--- src/hdl/cab_pkg.sv ---
// Purpose: Shared constants and types for the add and bit-op datapath.
// Assumes: One clock, synchronous active-low reset, AXI4-Lite at 32 bits.
// Notes:   Register offsets are byte addresses of aligned words.
package cab_pkg;

  ////////////////////////////////////////////////////////////////////////////
  // Register map
  localparam logic [3:0] CAB_ACC_OFS = 4'h0; // Accumulator
  localparam logic [3:0] CAB_FLAG_OFS = 4'h4; // Status flags
  localparam logic [3:0] CAB_CFG_OFS = 4'h8; // Port and timer config

  // Flag field positions
  localparam int CAB_FL_C = 0; // Carry
  localparam int CAB_FL_NIB = 1; // nibble_overflow_flag
  localparam int CAB_FL_Z = 2; // Zero

  // Config field positions
  localparam int CAB_CFG_PORT_LSB = 0; // Port register address
  localparam int CAB_CFG_TMR_LSB = 8; // timer_zero_count address
  localparam int CAB_CFG_PRE_BIT = 16; // Prescaler assigned to timer

  // Reset values
  localparam logic [7:0] CAB_ACC_RST = 8'h00;
  localparam logic [2:0] CAB_FLAG_RST = 3'h0;
  localparam logic [6:0] CAB_PORT_RST = 7'h06;
  localparam logic [6:0] CAB_TMR_RST = 7'h01;
  localparam logic CAB_PRE_RST = 1'b0;

  // Bus answers
  localparam logic [1:0] CAB_RESP_OK = 2'h0;
  localparam logic [1:0] CAB_RESP_ERR = 2'h2;

  ////////////////////////////////////////////////////////////////////////////
  // Operations offered by the decoder
  typedef enum logic [3:0] {
    idle_op,
    add_immediate_op,
    add_register_op,
    and_immediate_op,
    and_register_op,
    single_bit_clear_op,
    single_bit_set_op,
    test_skip_if_zero_op,
    test_skip_if_one_op
  } cab_op_t;

  // One decoded instruction
  typedef struct packed {
    logic valid; // Instruction present this cycle
    cab_op_t op; // Operation
    logic [6:0] addr; // File register address
    logic [2:0] bitsel; // Bit position
    logic dest; // 0 accumulator, 1 register
    logic [7:0] literal; // Immediate value
  } cab_instr_t;

  // File register write-back
  typedef struct packed {
    logic en; // Write strobe
    logic [6:0] addr; // Target address
    logic [7:0] data; // Value to store
  } cab_wb_t;

endpackage : cab_pkg

--- src/hdl/cab_core.sv ---
// Purpose: Execute add, AND and single-bit instructions of the CPU.
// Assumes: Decoder holds one instruction per cycle; file data is comb.
// Notes:   Results land one edge after the instruction is offered.
`timescale 1ns/1ps
module cab_core
  import cab_pkg::*;
(
  // Clock and reset
  input wire logic aclk,
  input wire logic aresetn,
  // Instruction from decoder
  input wire cab_instr_t instr,
  // File register read side
  input wire logic [7:0] file_rdata,
  input wire logic [7:0] pin_rdata,
  // Execution results
  output cab_wb_t wb_q,
  output logic skip_q,
  output logic presc_clr_q,
  output logic [7:0] acc_q,
  output logic [2:0] flag_q,
  // AXI4-Lite write address
  input wire logic [3:0] s_awaddr,
  input wire logic s_awvalid,
  output logic s_awready,
  // AXI4-Lite write data
  input wire logic [31:0] s_wdata,
  input wire logic [3:0] s_wstrb,
  input wire logic s_wvalid,
  output logic s_wready,
  // AXI4-Lite write response
  output logic [1:0] s_bresp,
  output logic s_bvalid,
  input wire logic s_bready,
  // AXI4-Lite read address
  input wire logic [3:0] s_araddr,
  input wire logic s_arvalid,
  output logic s_arready,
  // AXI4-Lite read data
  output logic [31:0] s_rdata,
  output logic [1:0] s_rresp,
  output logic s_rvalid,
  input wire logic s_rready
);

  ////////////////////////////////////////////////////////////////////////////
  // Declarations
  logic squash_q; // Next instruction becomes idle
  logic [6:0] port_addr_q; // Address read from pins
  logic [6:0] tmr_addr_q; // Timer counter address
  logic pre_asgn_q; // Prescaler belongs to timer
  logic [3:0] aw_addr_q; // Held write address
  logic [31:0] w_data_q; // Held write data
  logic [3:0] w_strb_q; // Held byte strobes
  logic [31:0] mask_c; // Byte strobes as bit mask
  logic sw_wr_c; // Register write this edge
  logic [31:0] acc_wv_c; // Masked accumulator write
  logic [31:0] flag_wv_c; // Masked flag write
  logic [31:0] cfg_wv_c; // Masked config write
  logic go_c; // Instruction really executes
  logic [7:0] opnd_c; // File operand
  logic [8:0] sum_c; // Nine-bit sum
  logic [4:0] nib_c; // Low nibble sum
  logic [7:0] res_c; // Datapath result
  logic bit_c; // Tested bit
  logic to_acc_c; // Result goes to accumulator
  logic to_reg_c; // Result goes to register
  logic arith_c; // Sets carry and nibble flags
  logic sets_z_c; // Updates zero flag
  logic skip_c; // Skip condition met

  ////////////////////////////////////////////////////////////////////////////
  // Operand fetch and datapath
  assign go_c = instr.valid && !squash_q;
  // Port registers read their pin levels
  assign opnd_c = (instr.addr == port_addr_q) ? pin_rdata : file_rdata;
  assign sum_c = {1'b0, acc_q} + {1'b0,
    (instr.op == add_immediate_op) ? instr.literal : opnd_c};
  assign nib_c = {1'b0, acc_q[3:0]} + {1'b0,
    (instr.op == add_immediate_op) ? instr.literal[3:0] : opnd_c[3:0]};
  assign bit_c = opnd_c[instr.bitsel];

  // Result and destination per operation
  always_comb begin
    res_c = opnd_c;
    to_acc_c = 1'b0;
    to_reg_c = 1'b0;
    arith_c = 1'b0;
    sets_z_c = 1'b0;
    skip_c = 1'b0;
    unique case (instr.op)
      idle_op: begin
        res_c = opnd_c;
      end
      add_immediate_op: begin
        res_c = sum_c[7:0];
        to_acc_c = 1'b1;
        arith_c = 1'b1;
        sets_z_c = 1'b1;
      end
      add_register_op: begin
        res_c = sum_c[7:0];
        to_acc_c = !instr.dest;
        to_reg_c = instr.dest;
        arith_c = 1'b1;
        sets_z_c = 1'b1;
      end
      and_immediate_op: begin
        res_c = acc_q & instr.literal;
        to_acc_c = 1'b1;
        sets_z_c = 1'b1;
      end
      and_register_op: begin
        res_c = acc_q & opnd_c;
        to_acc_c = !instr.dest;
        to_reg_c = instr.dest;
        sets_z_c = 1'b1;
      end
      single_bit_clear_op: begin
        res_c = opnd_c & ~(8'h01 << instr.bitsel);
        to_reg_c = 1'b1;
      end
      single_bit_set_op: begin
        res_c = opnd_c | (8'h01 << instr.bitsel);
        to_reg_c = 1'b1;
      end
      test_skip_if_zero_op: begin
        skip_c = !bit_c;
      end
      test_skip_if_one_op: begin
        skip_c = bit_c;
      end
      default: res_c = opnd_c; // Unused op codes act as idle
    endcase
  end

  ////////////////////////////////////////////////////////////////////////////
  // Skip handling: discard the following instruction
  always_ff @(posedge aclk) begin
    if (!aresetn) begin
      squash_q <= 1'b0;
      skip_q <= 1'b0;
    end else begin
      squash_q <= go_c && skip_c;
      skip_q <= go_c && skip_c;
    end
  end

  // File register write-back and prescaler clear
  always_ff @(posedge aclk) begin
    if (!aresetn) begin
      wb_q <= '0;
      presc_clr_q <= 1'b0;
    end else begin
      wb_q.en <= go_c && to_reg_c;
      wb_q.addr <= instr.addr;
      wb_q.data <= res_c;
      // Timer counter write resets its prescaler
      presc_clr_q <= go_c && to_reg_c && pre_asgn_q &&
        (instr.addr == tmr_addr_q);
    end
  end

  // Accumulator: executing instruction beats software
  always_ff @(posedge aclk) begin
    if (!aresetn) begin
      acc_q <= CAB_ACC_RST;
    end else if (go_c && to_acc_c) begin
      acc_q <= res_c;
    end else if (sw_wr_c && aw_addr_q == CAB_ACC_OFS) begin
      acc_q <= acc_wv_c[7:0];
    end
  end

  // Status flags
  always_ff @(posedge aclk) begin
    if (!aresetn) begin
      flag_q <= CAB_FLAG_RST;
    end else if (go_c && sets_z_c) begin
      flag_q[CAB_FL_Z] <= (res_c == 8'h00);
      if (arith_c) begin
        flag_q[CAB_FL_C] <= sum_c[8];
        flag_q[CAB_FL_NIB] <= nib_c[4];
      end
    end else if (sw_wr_c && aw_addr_q == CAB_FLAG_OFS) begin
      flag_q <= flag_wv_c[2:0];
    end
  end

  ////////////////////////////////////////////////////////////////////////////
  // Bus slave: byte mask from strobes
  for (genvar i = 0; i < 4; i++) begin : g_mask
    assign mask_c[8*i +: 8] = {8{w_strb_q[i]}};
  end
  assign sw_wr_c = !s_awready && !s_wready && !s_bvalid;
  assign acc_wv_c = ({24'h0000_00, acc_q} & ~mask_c) | (w_data_q & mask_c);
  assign flag_wv_c = ({29'h0000_000, flag_q} & ~mask_c) |
    (w_data_q & mask_c);
  assign cfg_wv_c = ({15'h0000, pre_asgn_q, 1'b0, tmr_addr_q, 1'b0,
    port_addr_q} & ~mask_c) | (w_data_q & mask_c);

  // Write address and data capture, in either order
  always_ff @(posedge aclk) begin
    if (!aresetn) begin
      s_awready <= 1'b1;
      s_wready <= 1'b1;
      aw_addr_q <= '0;
      w_data_q <= '0;
      w_strb_q <= '0;
    end else begin
      if (s_awvalid && s_awready) begin
        s_awready <= 1'b0;
        aw_addr_q <= s_awaddr;
      end else if (s_bvalid && s_bready) begin
        s_awready <= 1'b1;
      end
      if (s_wvalid && s_wready) begin
        s_wready <= 1'b0;
        w_data_q <= s_wdata;
        w_strb_q <= s_wstrb;
      end else if (s_bvalid && s_bready) begin
        s_wready <= 1'b1;
      end
    end
  end

  // Write response once both halves are held
  always_ff @(posedge aclk) begin
    if (!aresetn) begin
      s_bvalid <= 1'b0;
      s_bresp <= CAB_RESP_OK;
    end else if (sw_wr_c) begin
      s_bvalid <= 1'b1;
      s_bresp <= (aw_addr_q == CAB_ACC_OFS || aw_addr_q == CAB_FLAG_OFS ||
        aw_addr_q == CAB_CFG_OFS) ? CAB_RESP_OK : CAB_RESP_ERR;
    end else if (s_bready) begin
      s_bvalid <= 1'b0;
    end
  end

  // Configuration register
  always_ff @(posedge aclk) begin
    if (!aresetn) begin
      port_addr_q <= CAB_PORT_RST;
      tmr_addr_q <= CAB_TMR_RST;
      pre_asgn_q <= CAB_PRE_RST;
    end else if (sw_wr_c && aw_addr_q == CAB_CFG_OFS) begin
      port_addr_q <= cfg_wv_c[CAB_CFG_PORT_LSB +: 7];
      tmr_addr_q <= cfg_wv_c[CAB_CFG_TMR_LSB +: 7];
      pre_asgn_q <= cfg_wv_c[CAB_CFG_PRE_BIT];
    end
  end

  // Read channel
  always_ff @(posedge aclk) begin
    if (!aresetn) begin
      s_arready <= 1'b1;
      s_rvalid <= 1'b0;
      s_rdata <= '0;
      s_rresp <= CAB_RESP_OK;
    end else if (s_arvalid && s_arready) begin
      s_arready <= 1'b0;
      s_rvalid <= 1'b1;
      s_rresp <= CAB_RESP_OK;
      unique case (s_araddr)
        CAB_ACC_OFS: s_rdata <= {24'h0000_00, acc_q};
        CAB_FLAG_OFS: s_rdata <= {29'h0000_000, flag_q};
        CAB_CFG_OFS: s_rdata <= {15'h0000, pre_asgn_q, 1'b0, tmr_addr_q,
          1'b0, port_addr_q};
        default: begin
          s_rdata <= '0;
          s_rresp <= CAB_RESP_ERR;
        end
      endcase
    end else if (s_rvalid && s_rready) begin
      s_rvalid <= 1'b0;
      s_arready <= 1'b1;
    end
  end
endmodule : cab_core

--- config.mk ---
export PLATFORM = sky130hd
export DESIGN_NAME = cab_core
export DESIGN_NICKNAME = d
export VERILOG_FILES = /design/src/hdl/cab_pkg.sv /design/src/hdl/cab_core.sv
export SDC_FILE = /design/constraint.sdc
export NUM_CORES = 1
export LEC_CHECK = 0
export ABC_AREA = 1
export BUFFER_PORTS_ARGS = -buffer_cell sky130_fd_sc_hd__buf_4
export CORE_ASPECT_RATIO = 0.7
export CORE_MARGIN = 5
export CORE_UTILIZATION = 30
export DETAILED_ROUTE_END_ITERATION = 12
export PLACE_DENSITY = 0.57
export RECOVER_POWER = 100
export SETUP_SLACK_MARGIN = 0.02
export SLEW_MARGIN = 20
export SYNTH_ARGS = -nofsm -noshare
export SYNTH_HDL_FRONTEND = slang
export SYNTH_SLANG_ARGS = --single-unit
export TNS_END_PERCENT = 50
--- constraint.sdc ---
create_clock -name aclk -period 3.08 [get_ports aclk]
set_input_delay 0.308 -clock aclk [delete_from_list [all_inputs] [get_ports aclk]]
set_output_delay 0.308 -clock aclk [all_outputs]
set_load 0.1 [all_outputs]
==> impl_results.md, run 1 <==
- Number of global-route vias before repair: 4,920
- Synth Area in Adders: 2.37%
- Clk sinks: 90
- Vias per std cell: 4.72
- DR pass1 iterations: 5
- Die X-Extent: 165 um
- Synth Flop Type: dfxtp_1
- Largest family of logic cells by synthesized area: simple AND/OR/NAND/NOR gates
- Metal2 WL: 6580 um
- # IOs: 161
- Initial antenna violation count: 0
- Clk buf depth: 2
- WS Path Type: flop to flop
- Total Power: 3280 uW
- Post-route ant nets: 0
- Share of layout cells above drive strength 1: 19.0%
- Die height: 119 um
- Fmax: 345 MHz
- Finished Core Util: 40.0%
- Mapped Cells: 771
- Met3 routed WL: 1600 um
- Clock transition at path regs: 60 ps
- CP cell instances: inv_1 -> nand2_1 -> nand2_1 -> nor2_1 -> nand2_2 -> o21bai_1 -> nand3_1 -> o21ai_0 -> ha_1 -> a21oi_1 -> nand4_1 -> nand3_2 -> nand2_1 -> a21oi_2 -> buf_4 -> buf_4 -> nand2_1 -> nand3_1 -> inv_1
- Min-delay src: instr[16]
- H-tree level count: 3
- Root Buffer: clkbuf_16
- Worst-margin pin slew: 1230 ps
- Final hold vios: 0
- Gr ovfl total: 0
- Die Area: 19,600 um2
- Leak: 0.00303 uW
- I/O Buffers: 125
- Largest net degree at the start of global routing: 61
- DR vias: 5,387
- Layout area overhead: 29.6%
- Mapped cell area: 5070 um2
- Ant diodes: 0
- Pre-CTS setup slack: 67.0 ps
- Netlist cell types: 47
- Max-Slew Margin vs Limit: 18.1%
- Post-synthesis compound-gate area fraction: 18.6%
- Worst min-delay path class: primary input to flop
- TritonCTS clock tree: yes
- WL/cell: 15.3 um
- Status: completed
- # setup viols final: 0
- Tcrit/Tclk final: 94.2%
- Final Max Tran Viols: 0
- Mapped Avg Cell Area: 6.58 um2
- XOR/XNOR Fraction of Synth Area: 0.345%
- Clock Latency Late Sink: 340 ps
- Area after DPL: 6310 um2
- Fin area: 6570 um2
- Post-detail-place hpwl: 13,700 um
- Worst hold slack: 197 ps
- Cts-stage hold buffer count: 0
- Slowest cell on crit path: dfxtp_1
- Post-Synth Simple-Gate Area: 29.9%
- DRC violations left: 0
- Worst path arrival time: 3140 ps
- R2r worst-path depth: 19
- Startpoint Class: flop
- Mux share of post-synthesis cell area: 0%
- Critical Path Fanout Max: 4
- Req. time, crit path: 3320 ps
- Syn. warnings: 0
- Slowest stage delay, CP: 360 ps
- Total length of routed wires: 17,400 um
- M1 WL: 9180 um
- FF+latch count, synth: 90
- Maximum VDD drop: 0.261 mV
- Most used cell, CP: nand2_1
- Pwr dens: 499 nW/um2
- Worst Clk Skew: 4.94 ps
- Unrepaired setup endpoints after global routing: true
- EDFF count, synth: 0
- Top Layer Used: met4
- Gr usage total: 17.3%
- FFs w/ async S/R, synth: 0%
- Final worst slack: 180 ps
- Gpl congestion: 0.897
- WHS Path Cells: 3
- Num CTS Buffers: 9
- Period minus WS final: 2900 ps
- Starting DRT DRC Count: 465
- # Max-Cap Violations: 0
- First-pass GRT wire length: 26,700 um
- Core area: 16,400 um2
- Initial Utilization: 30.8%
- Sequential area share after synthesis: 35.5%
- # rows: 39
- Setup crit end kind: flop
- Fin nets: 1,011
[layout make-up]
| type | instances | area [um2] |
|---|---|---|
| Clock buffer | 12 | 267 |
| Clock inverter | 4 | 48.8 |
| Fill cell | 1830 | 9870 |
| Inverter | 117 | 439 |
| Multi-Input combinational cell | 541 | 2780 |
| Sequential cell | 90 | 1810 |
| Tap cell | 225 | 282 |
| Timing Repair Buffer | 152 | 947 |
[report_power, final]
| group | leakage, uW | switching [uW] | internal, uW |
|---|---|---|---|
| Combinational | 0.00213 | 647 | 209 |
| Clock | 0.000159 | 457 | 694 |
| Sequential | 0.000740 | 46.2 | 1230 |
| Total | 0.00303 | 1150 | 2130 |
[cells by family (layout without fill, tap and decap cells)]
| kind of cell | count (synthesis) | count (layout) |
|---|---|---|
| AND/OR/NAND/NOR | 351 | 351 |
| adder cells (fa/ha/maj) | 9 | 9 |
| other | 1 | 18 |
| AO/OA/AOI/OAI | 161 | 161 |
| buffers and inverters | 157 | 285 |
| flip-flops | 90 | 90 |
| XOR/XNOR | 2 | 2 |
[stage by stage]
step | setup TNS (ps) | std cells
after floorplan | 0 | 788
after global placement | 0 | 1121
after detailed placement | 0 | 1121
after CTS | 0 | 1137
after global routing | -13.0 | 1141
final | 0 | 1141
[cells in the final DEF (no fill, tap or decap), drive strengths merged, types with 5 or more instances in the layout]
cell	instances
nor3	6
buf	96
dfxtp	90
nor2	90
nand2	190
a21oi	57
a31oi	8
o211ai	9
o21ai	63
clkbuf	68
inv	115
clkinv	5
o221ai	7
ha	8
nand3b	5
conb	18
nand3	52
[synthesized netlist by cell type, types with 3 or more instances]
library cell    n  area [um2]
a21oi_1        52         260
clkbuf_1       16        60.1
nor3_1          4        20.0
o21ai_0        58         290
inv_2          14        52.6
nand2_2         8        50.1
a31oi_1         8        50.1
inv_1         101         379
a21oi_2         3        26.3
ha_1            8         100
nor2_2          3        18.8
o22ai_1         4        25.0
o211ai_1        9        67.6
nor2_1         84         315
buf_4          19         143
dfxtp_1        90        1800
nand4_1         4        25.0
o21ai_1         5        25.0
o31ai_1         3        22.5
nand3_1        51         255
nand2_1       182         683
nand3b_1        4        30.0
o221ai_1        7        61.3
[timing repair]
item                                    in CTS  in global routing
gates resized for setup                      0                 33
setup buffers                                0                  4
endpoints found under the setup margin       0                  8
[worst max-delay path: cells and delay by family, from the launching register on]
| kind | cells | cell delay [ps] |
|---|---|---|
| compound gates | 4 | 830 |
| fa+ha+maj | 1 | 350 |
| buf+inv | 4 | 340 |
| flops | 1 | 360 |
| simple gates | 10 | 910 |
[final timing paths]
kind                                  to  slack, ps
worst max-delay path                flop        180
worst max register to register      flop        180
worst min register to register      flop        470
worst min-delay path            wb_q[12]        200
[per-layer routing]
metal	global-route usage [%]	vias up
met5	0	-
met4	3.30	0
met3	4.49	8
met2	21.7	188
met1	28.7	2445
li1	-	2746
(Power assumes the default switching activity.)
==> run 2, diff against run 1 <==
Settings changed: ABC_AREA 1 to default, CAP_MARGIN from default to 20, PLACE_DENSITY 0.57 to 0.58.
==> impl_results.md, run 2 <==
- WL/cell: 16.9 um (+10%)
- Core area: 15,400 um2 (-6.6%)
- Mapped cell area: 4640 um2 (-8.5%)
- I/O Buffers: 125 (unchanged)
- Max-Slew Margin vs Limit: 20.3% (+2.3 points)
- Final hold vios: 0 (unchanged)
- Mapped Cells: 576 (-25%)
- Fmax: 299 MHz (-13%)
- Worst hold slack: 222 ps (+25.2 ps)
- Min-delay src: s_wstrb[0]
- Worst path arrival time: 3590 ps (+450 ps)
- Post-synth top area share: 38.8% (+3.3 points)
- Largest net degree at the start of global routing: 49 (-20%)
- Seq. cell area: 1800 um2 (-0.28%)
- Synth area leader: dfxtp_1
- Fin Setup TNS: -1450 ps (-1450 ps)
- Die height: 114 um (-4.0%)
- Clock Latency Late Sink: 340 ps (about the same)
- Multi-input logic area: 2760 um2 (-0.77%)
- Setup crit end kind: flop
- WHS Path Cells: 3 (unchanged)
- Total length of routed wires: 16,000 um (-8.5%)
- Slowest cell on crit path: fa_2
- Share of layout cells above drive strength 1: 24.8% (+5.8 points)
- # Max-Cap Violations: 0 (unchanged)
- Gpl congestion: 0.940 (+4.9%)
- Gr ovfl total: 0 (unchanged)
- DRC violations left: 0 (unchanged)
- Netlist cell types: 58 (+23%)
- Worst min-delay path class: primary input to flop
- Post-synth top cells: 91 x nand2_1, 90 x dfxtp_1, 67 x a21oi_1
- Die Area: 18,100 um2 (-7.9%)
- CP cell instances: xor2_1 -> nor4_2 -> nand4_1 -> buf_6 -> mux2i_2 -> a21oi_1 -> ha_2 -> fa_2 -> a21o_1 -> a21oi_4 -> o21a_1 -> xor2_1 -> o221a_2 -> buf_4 -> a211oi_2
- Maximum VDD drop: 0.240 mV (-8.0%)
- Gr usage total: 17.0% (-0.32 points)
- Initial Utilization: 30.2% (-0.62 points)
- Fill cells: 1,588 (-13%)
- Sequential area share after synthesis: 38.8% (+3.3 points)
- Cell Count, Final, Fillers Out: 947 (-17%)
- # setup viols final: 11 (+11)
- Num CTS Buffers: 9 (unchanged)
- Most used cell, CP: xor2_1
- Leak: 0.00261 uW (-14%)
- Vias per std cell: 4.93 (+4.4%)
- Initial antenna violation count: 0 (unchanged)
- Layout area overhead: 36.5%
- Clock transition at path regs: 60 ps (about the same)
- Pwr dens: 485 nW/um2 (-2.8%)
- # IOs: 161 (unchanged)
- Mapped Avg Cell Area: 8.06 um2 (+22%)
- Fin nets: 842 (-17%)
- Cell with the most instances after synthesis: nand2_1
- FF+latch count, synth: 90 (unchanged)
- Post-detail-place hpwl: 12,400 um (-9.5%)
- Worst-margin pin slew: 1200 ps (-33.9 ps)
- Status: finished with violations
- Failing checks: negative setup slack
- Number of global-route vias before repair: 4,359 (-11%)
- R2r worst-path depth: 15 (-4)
- TritonCTS clock tree: yes
- Top post-synthesis cells by area: dfxtp_1 39%, nand2_1 7.4%, a21oi_1 7.2%, nor2_1 5.2%, mux2i_1 3.7%
- Dpl cells: 921 (-18%)
- Post-route ant nets: 0 (unchanged)
- Tcrit/Tclk final: 109% (+15 points)
- FFs w/ async S/R, synth: 0% (unchanged)
- Die X-Extent: 159 um (-4.1%)
- Syn. warnings: 0 (unchanged)
- DR vias: 4,669 (-13%)
- # rows: 38 (-2.6%)
- Worst Clk Skew: 6.04 ps (+1.10 ps)
- Area after DPL: 6050 um2 (-4.2%)
- Starting DRT DRC Count: 225 (-52%)
- Clk sinks: 90 (unchanged)
- Root Buffer: clkbuf_16
- EDFF count, synth: 0 (unchanged)
- Req. time, crit path: 3320 ps (about the same)
- Unrepaired setup endpoints after global routing: true
- H-tree level count: 3 (unchanged)
- Flop2flop setup slack: -270 ps (-450 ps)
- Startpoint Class: flop
- Leading cell types in the layout, fill and taps excluded: 131 x buf_4, 91 x nand2_1, 88 x dfxtp_1, 64 x a21oi_1, 63 x nor2_1
- Fin area: 6330 um2 (-3.6%)
- Hold Crit Endpoint: w_strb_q[0]
- Slowest stage delay, CP: 350 ps (about the same)
- DR pass1 iterations: 5 (unchanged)
- First-pass GRT wire length: 24,100 um (-9.8%)
- Most common cell after layout, fill and taps aside: buf_4
- Critical Path Fanout Max: 5 (+1)
- Clk buf depth: 2 (unchanged)
- Final Max Tran Viols: 0 (unchanged)
- WS Path Type: flop to flop
- Total Power: 3070 uW (-6.3%)
- Final worst slack: -269 ps (-450 ps)
- Ant diodes: 0 (unchanged)
- Synth Flop Type: dfxtp_1
- Period minus WS final: 3350 ps (+450 ps)
[run 2: worst max-delay path by stage]
stage,end,slack (ps),cells past startpoint
final,flop,-270,15
after global placement,flop,-310,15
after global routing,flop,-470,15
after CTS,flop,-240,15
after detailed placement,flop,-400,16
after floorplan,flop,20,14
[run 2: power by group]
group	total, uW	internal (uW)	leakage (uW)	switching (uW)
clock network	1050	595	0.000146	455
registers	1250	1210	0.000736	36.7
logic	778	240	0.00172	538
[run 2: what timing repair did]
action | 4_1_cts | 5_1_grt
hold buffers | 0 | 0
gates resized for setup | 12 | 17
endpoints found under the setup margin | 13 | 15
pin swaps | 6 | 4
setup buffers | 5 | 5
gates cloned | 0 | 0
[run 2: layer usage]
layer,global-route usage [%],vias to the layer above,part of all wire (%)
li1,-,2318,-
met1,26.5,2191,51
met2,23.3,152,41
met3,4.65,8,8.2
met4,3.01,0,0.68
met5,0,-,0
[run 2: layout make-up]
type                       instances  share of cell area (%)
clock inverter                     5                   0.573
tap                              200                    3.95
sequential                        90                    28.5
clock buffer                      11                    3.99
timing repair buffer             188                    19.2
inverter                           5                   0.296
multi-input combinational        448                    43.6
[run 2: stage by stage]
step | util, % | worst slack [ps]
after floorplan | - | 24.6
final | 41.2 | -269
after global routing | 41.2 | -466
after CTS | 41.7 | -237
after detailed placement | 39.4 | -404
after global placement | 39.4 | -313
[run 2: cells by family (layout without fill, tap and decap cells)]
group           count (synthesis)  count (layout)  synth area share, %
simple gates                  233             233                 22.8
compound gates                144             144                 19.5
fa+ha+maj                       9               9                 2.59
other cells                     1              18               0.0808
xor+xnor                       21              21                 3.96
flops                          90              90                 38.8
mux                            23              23                 5.99
buf+inv                        55             209                 6.20
[run 2: worst max-delay path, delay by kind of cell, from the launching register on]
kind / cells / cell delay, ps
AOI/OAI and AO/OA: 6 / 1230
adders and majority gates: 2 / 550
and+or+nand+nor: 2 / 390
DFF: 1 / 330
buffers and inverters: 2 / 310
xor gates and xnor gates: 2 / 250
muxes: 1 / 190
